===== config.mk =====
export PLATFORM = sky130hd
export DESIGN_NAME = dcirq_router
export DESIGN_NICKNAME = d
export VERILOG_FILES = /design/src/dcirq_pkg.sv /design/src/dcirq_router.sv
export SDC_FILE = /design/constraint.sdc
export NUM_CORES = 1
export LEC_CHECK = 0
export ABC_AREA = 0
export BUFFER_PORTS_ARGS = -buffer_cell sky130_fd_sc_hd__clkbuf_2
export CAP_MARGIN = 5
export CORE_MARGIN = 3
export CORE_UTILIZATION = 60
export DETAILED_ROUTE_END_ITERATION = 16
export GPL_ROUTABILITY_DRIVEN = 0
export MAX_ROUTING_LAYER = met4
export PLACE_DENSITY = 0.79
export SLEW_MARGIN = 20
export SYNTH_ARGS = -nofsm -noshare
export SYNTH_HDL_FRONTEND = slang
export SYNTH_SLANG_ARGS = --single-unit

===== constraint.sdc =====
create_clock -name clk -period 59.7 [get_ports clk]
set_input_delay 11.94 -clock clk [delete_from_list [all_inputs] [get_ports clk]]
set_output_delay 11.94 -clock clk [all_outputs]
set_load 0.005 [all_outputs]

===== src/dcirq_pkg.sv =====
// Purpose: Shared constants and types for the dual-core interrupt and event router
// Assumes: Peripheral lines and core signals are synchronous to clk
// Notes:   APB register map uses byte addresses, one 32-bit word per register
package dcirq_pkg;
	// Sizes
	localparam int NumCores  = 2;
	localparam int NumIrq    = 32;
	localparam int NumSys    = 26;
	localparam int PrioBits  = 2;
	localparam int PrioField = 8;
	localparam int LvlW      = 3;
	localparam logic [LvlW-1:0] LvlNone = 3'h4;
	// Register map
	localparam logic [11:0] AddrCoreBase = 12'h000;
	localparam logic [11:0] CoreStride   = 12'h010;
	localparam logic [3:0]  OffNmiSel    = 4'h0;
	localparam logic [3:0]  OffEnable    = 4'h4;
	localparam logic [3:0]  OffSetPend   = 4'h8;
	localparam logic [3:0]  OffActive    = 4'hc;
	localparam logic [11:0] AddrStatus   = 12'h020;
	localparam logic [11:0] AddrMask     = 12'h024;
	localparam logic [5:0]  PrioRegion   = 6'h01;
	// Status bits: NMI rise per core, event latched per core, chip sleep entry
	localparam int StNmiBase = 0;
	localparam int StEvBase  = 2;
	localparam int StSleep   = 4;
	localparam int StatusW   = 5;
	// Peripheral interrupt sources shared by both cores
	typedef struct packed {
		logic       rtc;
		logic [1:0] i2c;
		logic       adcFifo;
		logic [1:0] uart;
		logic [1:0] spi;
		logic       clocks;
		logic [1:0] coreFifo;
		logic       qspiBank;
		logic [1:0] dma;
		logic [1:0] progIo1;
		logic [1:0] progIo0;
		logic       execInPlace;
		logic       usbController;
		logic       pwmWrap;
		logic [3:0] timer;
	} dcirq_periph_type;
	// Core to router
	typedef struct packed {
		logic sendEvent;
		logic eventConsume;
		logic irqTake;
		logic irqDone;
		logic faultEnter;
		logic faultExit;
		logic sleeping;
	} dcirq_core_req_type;
	// Router to core
	typedef struct packed {
		logic       irqReq;
		logic [4:0] irqNum;
		logic       nmi;
		logic       eventFlag;
		logic       eventPulse;
	} dcirq_core_rsp_type;
endpackage


===== src/dcirq_router.sv =====
// Purpose: Interrupt routing, per-core priority nesting, NMI forming and event cross-wiring
// Assumes: All inputs share clk; cores give one-cycle take/done/fault/consume pulses
// Notes:   APB slave answers with zero wait states
`timescale 1ns/1ps
`default_nettype none

// Operation
// - Each core has own 32-input interrupt controller
// - Shared lines, GPIO bank line per core
// - Inputs 26 to 31 tied low
// - Software set-pending enters handler for all
// - Lines 0-12: timers, PWM, USB, XIP, PIO, DMA
// - Lines 13-25: GPIO, QSPI, FIFO, clocks, serial, RTC
// - Higher priority preempts; lower resumes after
// - Two-bit priority in 8-bit field, 0 first
// - Equal level: lower number wins
// - Per core AND lines with mask, OR
// - Own NMI mask per core, one bit each
// - Each core's send-event wakes the other
// - Event flag sticky until consumed
// - Gate fabric clock when both cores sleep and DMA is idle
module dcirq_router (
	// Clock and reset
	input  wire logic                         clk,
	input  wire logic                         reset,
	// APB slave
	input  wire logic                         psel,
	input  wire logic                         penable,
	input  wire logic                         pwrite,
	input  wire logic [11:0]                  paddr,
	input  wire logic [31:0]                  pwdata,
	output logic [31:0]                       prdata,
	output logic                              pready,
	output logic                              pslverr,
	// Interrupt sources
	input  wire dcirq_pkg::dcirq_periph_type  periph,
	input  wire logic [1:0]                   gpioBankZeroLine,
	// Cores
	input  wire dcirq_pkg::dcirq_core_req_type coreReq [dcirq_pkg::NumCores],
	output dcirq_pkg::dcirq_core_rsp_type     coreRsp [dcirq_pkg::NumCores],
	// Chip sleep
	input  wire logic                         dmaBusy,
	output logic                              fabricClkEn,
	// Block interrupt
	output logic                              irq
);
	import dcirq_pkg::*;

	////////////////////////////////////////////////////////////////////////////////
	// Registers
	logic [NumSys-1:0]   nmiSel_q   [NumCores];
	logic [NumIrq-1:0]   enable_q   [NumCores];
	logic [NumIrq-1:0]   softPend_q [NumCores];
	logic [PrioBits-1:0] prio_q     [NumCores][NumIrq];
	logic [NumIrq-1:0]   lines      [NumCores];
	logic [NumIrq-1:0]   pend       [NumCores];
	logic [NumIrq-1:0]   pendView   [NumCores];
	logic [31:0]         activeWord [NumCores];
	logic [3:0]          active_q   [NumCores];
	logic                fault_q    [NumCores];
	logic                req_q      [NumCores];
	logic [4:0]          num_q      [NumCores];
	logic [LvlW-1:0]     lvl_q      [NumCores];
	logic                nmi_q      [NumCores];
	logic                sev_q      [NumCores];
	logic                evPulse_q  [NumCores];
	logic                evFlag_q   [NumCores];
	logic [StatusW-1:0]  status_q;
	logic [StatusW-1:0]  status_d;
	logic [StatusW-1:0]  mask_q;
	logic [StatusW-1:0]  statusSet;
	logic                asleep_q;
	logic                fabricClkEn_q;

	////////////////////////////////////////////////////////////////////////////////
	// APB decode
	// Transfer qualifiers
	wire        access   = psel & penable;
	wire        wrEn     = access & pwrite;

	// Per-core window, one 16-byte block per core
	wire        inCore   = (paddr[11:5] == AddrCoreBase[11:5]);
	wire        coreSel  = paddr[4];
	wire [3:0]  coreOff  = paddr[3:0];

	// Block status and mask words
	wire        hitStat  = (paddr == AddrStatus);
	wire        hitMask  = (paddr == AddrMask);

	// Priority words, one 32-byte block per core
	wire        hitPrio  = (paddr[11:6] == PrioRegion) && (paddr[1:0] == 2'b00);
	wire        prioCore = paddr[5];
	wire [2:0]  prioWord = paddr[4:2];

	// Any decoded word; misaligned addresses never hit
	wire        hitCore  = inCore && (coreOff[1:0] == 2'b00);
	wire        mapped   = hitCore | hitStat | hitMask | hitPrio;

	// Zero wait states; error only on unmapped words
	assign pready  = 1'b1;
	assign pslverr = access & ~mapped;

	// Read mux; unmapped reads return zero
	always_comb begin
		prdata = 32'h0000_0000;
		if (hitCore) begin
			case (coreOff)
				OffNmiSel:  prdata = {{(32-NumSys){1'b0}}, nmiSel_q[coreSel]};
				OffEnable:  prdata = enable_q[coreSel];
				OffSetPend: prdata = pendView[coreSel];
				OffActive:  prdata = activeWord[coreSel];
				default:    prdata = 32'h0000_0000;
			endcase
		end else if (hitStat) begin
			prdata = {{(32-StatusW){1'b0}}, status_q};
		end else if (hitMask) begin
			prdata = {{(32-StatusW){1'b0}}, mask_q};
		end else if (hitPrio) begin
			// Each byte holds one priority in its top two bits
			for (int b = 0; b < 4; b++) begin
				prdata[b*PrioField +: PrioField] =
					{prio_q[prioCore][{prioWord, 2'(b)}], {(PrioField-PrioBits){1'b0}}};
			end
		end
	end

	////////////////////////////////////////////////////////////////////////////////
	// Per-core routing, selection and nesting
	for (genvar c = 0; c < NumCores; c++) begin : g_core
		localparam int Other = NumCores - 1 - c;
		logic            found;
		logic [4:0]      bestNum;
		logic [LvlW-1:0] bestLvl;
		logic [LvlW-1:0] runLvl;
		logic            preempt;
		logic            nmi_d;
		logic [3:0]      active_d;
		logic [3:0]      lvlBit;

		wire wrThis = wrEn & hitCore & (coreSel == 1'(c));

		// Core accepted the registered request this cycle
		wire taken = coreReq[c].irqTake & req_q[c];

		// Bits set by a set-pending write and cleared by a take
		wire [NumIrq-1:0] pendSet = (wrThis && coreOff == OffSetPend) ? pwdata : '0;
		wire [NumIrq-1:0] pendClr = taken ? (32'h0000_0001 << num_q[c]) : '0;

		// shared lines, bank line per core
		assign lines[c] = {{(NumIrq-NumSys){1'b0}}, periph.rtc, periph.i2c, periph.adcFifo,
			periph.uart, periph.spi, periph.clocks, periph.coreFifo, periph.qspiBank,
			gpioBankZeroLine[c], periph.dma, periph.progIo1, periph.progIo0,
			periph.execInPlace, periph.usbController, periph.pwmWrap, periph.timer};

		assign pend[c] = (lines[c] | softPend_q[c]) & enable_q[c];

		// Unenabled pending view for set-pending reads
		assign pendView[c] = softPend_q[c] | lines[c];

		// Active word: level, number, request, level set, fault
		assign activeWord[c] = {18'h0_0000, fault_q[c], active_q[c], req_q[c],
			num_q[c], lvl_q[c]};

		////////////////////////////////////////////////////////////////////////////
		// Priority selection and nesting
		// scan high to low so lower number wins ties
		always_comb begin
			found   = 1'b0;
			bestNum = 5'h00;
			bestLvl = LvlNone;
			for (int i = NumIrq - 1; i >= 0; i--) begin
				if (pend[c][i] && ({1'b0, prio_q[c][i]} <= bestLvl)) begin
					found   = 1'b1;
					bestNum = 5'(i);
					bestLvl = {1'b0, prio_q[c][i]};
				end
			end
		end

		// Running level is the most urgent active level
		always_comb begin
			runLvl = LvlNone;
			for (int l = 3; l >= 0; l--) begin
				if (active_q[c][l]) begin
					runLvl = 3'(l);
				end
			end
		end

		// preempt only on strictly more urgent level, never over a fault
		assign preempt = found && !fault_q[c] && (bestLvl < runLvl);

		// take stacks the level, done pops the most urgent one
		assign lvlBit = 4'b0001 << lvl_q[c][1:0];
		always_comb begin
			active_d = active_q[c];
			if (coreReq[c].irqDone) begin
				active_d = active_d & ~(4'b0001 << runLvl[1:0]);
			end
			if (taken) begin
				active_d = active_d | lvlBit;
			end
		end

		// AND lines with mask then OR
		assign nmi_d = |(lines[c][NumSys-1:0] & nmiSel_q[c]);

		// Request, number and level registers
		always_ff @(posedge clk) begin
			if (reset) begin
				req_q[c] <= 1'b0;
				num_q[c] <= 5'h00;
				lvl_q[c] <= LvlNone;
			end else begin
				req_q[c] <= preempt && !taken;
				num_q[c] <= bestNum;
				lvl_q[c] <= bestLvl;
			end
		end

		// Nesting stack and fault state
		always_ff @(posedge clk) begin
			if (reset) begin
				active_q[c] <= 4'h0;
				fault_q[c]  <= 1'b0;
			end else begin
				active_q[c] <= active_d;
				fault_q[c]  <= (fault_q[c] & ~coreReq[c].faultExit) | coreReq[c].faultEnter;
			end
		end

		////////////////////////////////////////////////////////////////////////////
		// Software-visible registers of this core
		// set-pending write sets, taking clears; set wins
		always_ff @(posedge clk) begin
			if (reset) begin
				softPend_q[c] <= '0;
			end else begin
				softPend_q[c] <= (softPend_q[c] & ~pendClr) | pendSet;
			end
		end

		// Software configuration per core
		always_ff @(posedge clk) begin
			if (reset) begin
				nmiSel_q[c] <= '0;
				enable_q[c] <= '0;
			end else begin
				if (wrThis && coreOff == OffNmiSel) nmiSel_q[c] <= pwdata[NumSys-1:0];
				if (wrThis && coreOff == OffEnable) enable_q[c] <= pwdata;
			end
		end

		// only top two bits of each byte are kept
		for (genvar i = 0; i < NumIrq; i++) begin : g_prio
			always_ff @(posedge clk) begin
				if (reset) begin
					prio_q[c][i] <= '0;
				end else if (wrEn && hitPrio && prioCore == 1'(c) && prioWord == 3'(i / 4)) begin
					prio_q[c][i] <= pwdata[(i % 4)*PrioField + PrioField - PrioBits +: PrioBits];
				end
			end
		end

		////////////////////////////////////////////////////////////////////////////
		// Event cross-wiring between the cores
		// other core's send-event drives this core
		// rising edge gives one delivery pulse
		// latch holds until consumed; set wins
		always_ff @(posedge clk) begin
			if (reset) begin
				nmi_q[c]     <= 1'b0;
				sev_q[c]     <= 1'b0;
				evPulse_q[c] <= 1'b0;
				evFlag_q[c]  <= 1'b0;
			end else begin
				nmi_q[c]     <= nmi_d;
				sev_q[c]     <= coreReq[c].sendEvent;
				evPulse_q[c] <= coreReq[Other].sendEvent & ~sev_q[Other];
				evFlag_q[c]  <= (evFlag_q[c] & ~coreReq[c].eventConsume) | evPulse_q[c];
			end
		end

		////////////////////////////////////////////////////////////////////////////
		// Outputs towards the core and the status block
		// Core-facing outputs
		assign coreRsp[c].irqReq     = req_q[c];
		assign coreRsp[c].irqNum     = num_q[c];
		assign coreRsp[c].nmi        = nmi_q[c];
		assign coreRsp[c].eventFlag  = evFlag_q[c];
		assign coreRsp[c].eventPulse = evPulse_q[c];

		// Status events for this core
		assign statusSet[StNmiBase + c] = nmi_d & ~nmi_q[c];
		assign statusSet[StEvBase + c]  = evPulse_q[c];
	end

	////////////////////////////////////////////////////////////////////////////////
	// Chip sleep
	wire allAsleep = coreReq[0].sleeping & coreReq[1].sleeping & ~dmaBusy;

	// gate while all idle, restore as soon as one wakes
	always_ff @(posedge clk) begin
		if (reset) begin
			asleep_q      <= 1'b0;
			fabricClkEn_q <= 1'b1;
		end else begin
			asleep_q      <= allAsleep;
			fabricClkEn_q <= ~allAsleep;
		end
	end
	assign fabricClkEn        = fabricClkEn_q;
	assign statusSet[StSleep] = allAsleep & ~asleep_q;

	////////////////////////////////////////////////////////////////////////////////
	// Block status, write one to clear, set wins
	// Bits that this access asks to clear
	wire [StatusW-1:0] statusClr = (wrEn && hitStat) ? pwdata[StatusW-1:0] : '0;
	assign status_d = (status_q & ~statusClr) | statusSet;

	always_ff @(posedge clk) begin
		if (reset) begin
			status_q <= '0;
			mask_q   <= '0;
		end else begin
			status_q <= status_d;
			if (wrEn && hitMask) mask_q <= pwdata[StatusW-1:0];
		end
	end

	// Level interrupt while any unmasked status bit is set
	assign irq = |(status_q & mask_q);

endmodule // dcirq_router

`default_nettype wire


==> out/results.txt <==
Status: completed
DR vias/cell: 7.12
Worst R2R Path Depth: 219
Layout Nets: 2,842
Die area: 0.0418 mm^2
Hold Crit Class: reg2reg
Fill count: 3,030
Pleak: 9.92 nW
Crit path DAT: 50.78 ns
Worst vdd ir: 21.4 uV
Endpoints failing hold: 0
Setup crit start kind: input port
Seq/Total Area, Yosys: 40.5%
CTS clk-pin slew, worst paths: 0.06 ns
Seq cells post-synth: 356
Avg Inst Size Synth: 9.14 um^2
Ports: 145
Clock latency on the worst-skew pair: 0.55 ns
Tmin final: 50.32 ns
CP max-delay cell: o21ai_0
CP Capture Point: req_q[0]$_SDFF_PP0_
CP Class: in2reg
Cell variety after synth: 105
Slowest stage delay, CP: 0.70 ns
Power per Cell Area: 28.3 mW/mm^2
DRT iter0 DRCs: 3,764
CP Capture Type: flip-flop
Vias in the first global route: 21,307
Clock root buffer: clkbuf_16
Slew Limit Fails: 0
Worst path bufs/invs: 7
Relative slew slack: 9.44%
Post-synth net total: 2,765
Cell mode on critical path: a21oi_1
Asr flop ratio synth: 0%
Num CTS Buffers: 37
Finished Layout Cells: 3,214
CP startpoint: periph[24]
Area grow syn2layout: 9.37%
Post-Syn Area: 0.0237 mm^2
Number of gates resized after cts: 0
Deepest clock path buffer count: 3
Post-CTS Hold Buffers: 0
CP Depth: 188
DRT Pass-1 Iters: 8
Synth Instances: 2,589
Pin count of the biggest net entering global routing: 83
Initial Util: 60.9%
Antenna violations before repair: 3
Max-cap violations: 0
RSZ-0062 raised after global routing: false
Capture point of the worst reg-to-reg path: req_q[0]$_SDFF_PP0_
Dpl cells: 3,145
FMAX: 19.9 MHz
CP max FO: 14
Share of layout cells above drive strength 1: 14.0%
Core area: 0.0388 mm^2
TritonCTS clock tree: done
Number of synthesis warnings: 0
Vias: 22,898
Final Setup Violations: 0
Least-Margin Pin Slew: 1.34 ns
WL final: 87.1 mm
Worst R2R Start: softPend_q[0][31]$_SDFF_PP0_
Antenna Nets Post-Route: 0
Setup tns final: 0 ns
H-Tree Depth: 2
First-pass GRT wire length: 128 mm
Port Buffer Count: 143
# rows: 72
Post-CTS setup buffers: 0
# DRC: 0
Sink Count: 356
Die X: 205 um
Wire per inst: 27.1 um
WP data required: 60.17 ns
Reg-to-reg setup timing slack: 13.52 ns
Cell family with most CP delay: compound AO/OA/AOI/OAI gates
Layout Skew: 0.0221 ns
Post-synth EDFFs: 244
Top FF cell, synth: edfxtp_1
Die Y-Extent: 205 um
Final period utilization: 84.3%
Total Routing Usage GR: 41.7%
Hpwl dp: 63.1 mm
Grt ovf: 0
-- power by group --
part	switching, mW	internal [mW]
Clock	0.0982	0.129
Sequential	0.0202	0.277
Combinational	0.132	0.0766
Total	0.251	0.483
-- cell families after synthesis --
| logic type | Yosys count | share of synthesized area (%) |
|---|---|---|
| AO/OA/AOI/OAI | 806 | 22.6 |
| adder cells (fa/ha/maj) | 93 | 4.85 |
| buffers and inverters | 242 | 4.22 |
| flip-flops | 356 | 40.5 |
| multiplexers | 101 | 6.57 |
| other | 1 | 0.0159 |
| AND/OR/NAND/NOR | 990 | 21.3 |
-- final cells by class --
type	instances	area, um^2	share of cell area [%]
multi-input combinational	1991	13200	50.9
sequential	356	9570	37.0
clock buffer	50	1020	3.96
timing repair buffer	165	886	3.42
tap	518	648	2.51
inverter	115	432	1.67
clock inverter	17	135	0.522
antenna	2	5.00	0.0193
-- routing by layer --
layer / up-vias / share of wire (%) / global-route usage [%]
met5: - / 0 / -
met4: 0 / 7.3 / 23.9
met3: 453 / 16 / 12.1
met2: 2065 / 43 / 60.1
met1: 10622 / 34 / 52.5
li1: 9758 / - / -
-- state kept, by name, indices dropped and copies added (netlist names), 2 cells and up --
signal and cells:
evPulse_q 2, prio_q 128, nmiSel_q 52, req_q 2
mask_q 5, evFlag_q 2, status_q 5, num_q 10
lvl_q 6, active_q 8, softPend_q 64, sev_q 2
nmi_q 2, fault_q 2, enable_q 64
-- per-stage QoR --
step                cell area (um^2)  utilization (%)  hold slack [ns]  setup slack [ns]  power (mW)
floorplan                      23700                -            0.367             14.49       0.434
global route                   25900             66.6            0.395              6.37       0.758
global placement               24700             63.6            0.371             12.11       0.490
finish                         25900             66.6            0.385              9.38       0.733
detailed placement             24700             63.6            0.372              9.93       0.498
CTS                            25900             66.6            0.385             10.36       0.721
-- synth_stat cells (all sizes together) (7+ instances only) --
cell	count	area, um^2
nand2	261	982
and2	260	1630
edfxtp	244	7330
o21ai	220	1100
nor2	208	801
a21oi	195	980
inv	115	432
dfxtp	112	2240
clkbuf	89	334
ha	85	1060
a22oi	53	398
nand3	44	230
nor3	43	215
mux4	40	901
buf	38	231
nor2b	34	215
o22ai	33	206
mux2i	31	310
o21bai	31	233
mux2	30	342
a221oi	25	244
a31oi	25	163
or2	25	156
a211oi	24	190
nand2b	21	131
o31ai	21	191
or3	21	131
o21a	19	143
a21o	18	135
a222oi	17	170
and3	15	98.8
nand4	14	100
a211o	13	114
nand3b	13	97.6
o211ai	12	95.1
nor4	10	81.3
a21boi	9	67.6
nor3b	9	67.6
o22a	9	78.8
maj3	8	82.6
a22o	7	61.3
-- how the worst min path moves through the flow --
stage                        startpoint                      end  slack, ns  cells past startpoint
floorplan           sev_q[1]$_SDFF_PP0_  evPulse_q[0]$_SDFF_PP0_       0.37                      1
global route        sev_q[1]$_SDFF_PP0_  evPulse_q[0]$_SDFF_PP0_       0.40                      1
CTS                 sev_q[1]$_SDFF_PP0_  evPulse_q[0]$_SDFF_PP0_       0.38                      1
detailed placement  sev_q[1]$_SDFF_PP0_  evPulse_q[0]$_SDFF_PP0_       0.37                      1
global placement    sev_q[1]$_SDFF_PP0_  evPulse_q[0]$_SDFF_PP0_       0.37                      1
finish              sev_q[0]$_SDFF_PP0_  evPulse_q[1]$_SDFF_PP0_       0.38                      1
-- cells in the final DEF, fill, tap and decap left out, types with 40 or more instances in the layout --
| cell type | instances |
|---|---|
| nand2_1 | 260 |
| and2_1 | 259 |
| edfxtp_1 | 244 |
| o21ai_0 | 208 |
| nor2_1 | 200 |
| a21oi_1 | 194 |
| clkbuf_2 | 141 |
| inv_1 | 115 |
| dfxtp_1 | 112 |
| ha_1 | 85 |
| a22oi_1 | 53 |
| nand3_1 | 41 |
| mux4_2 | 40 |
(Power assumes the default switching activity.)
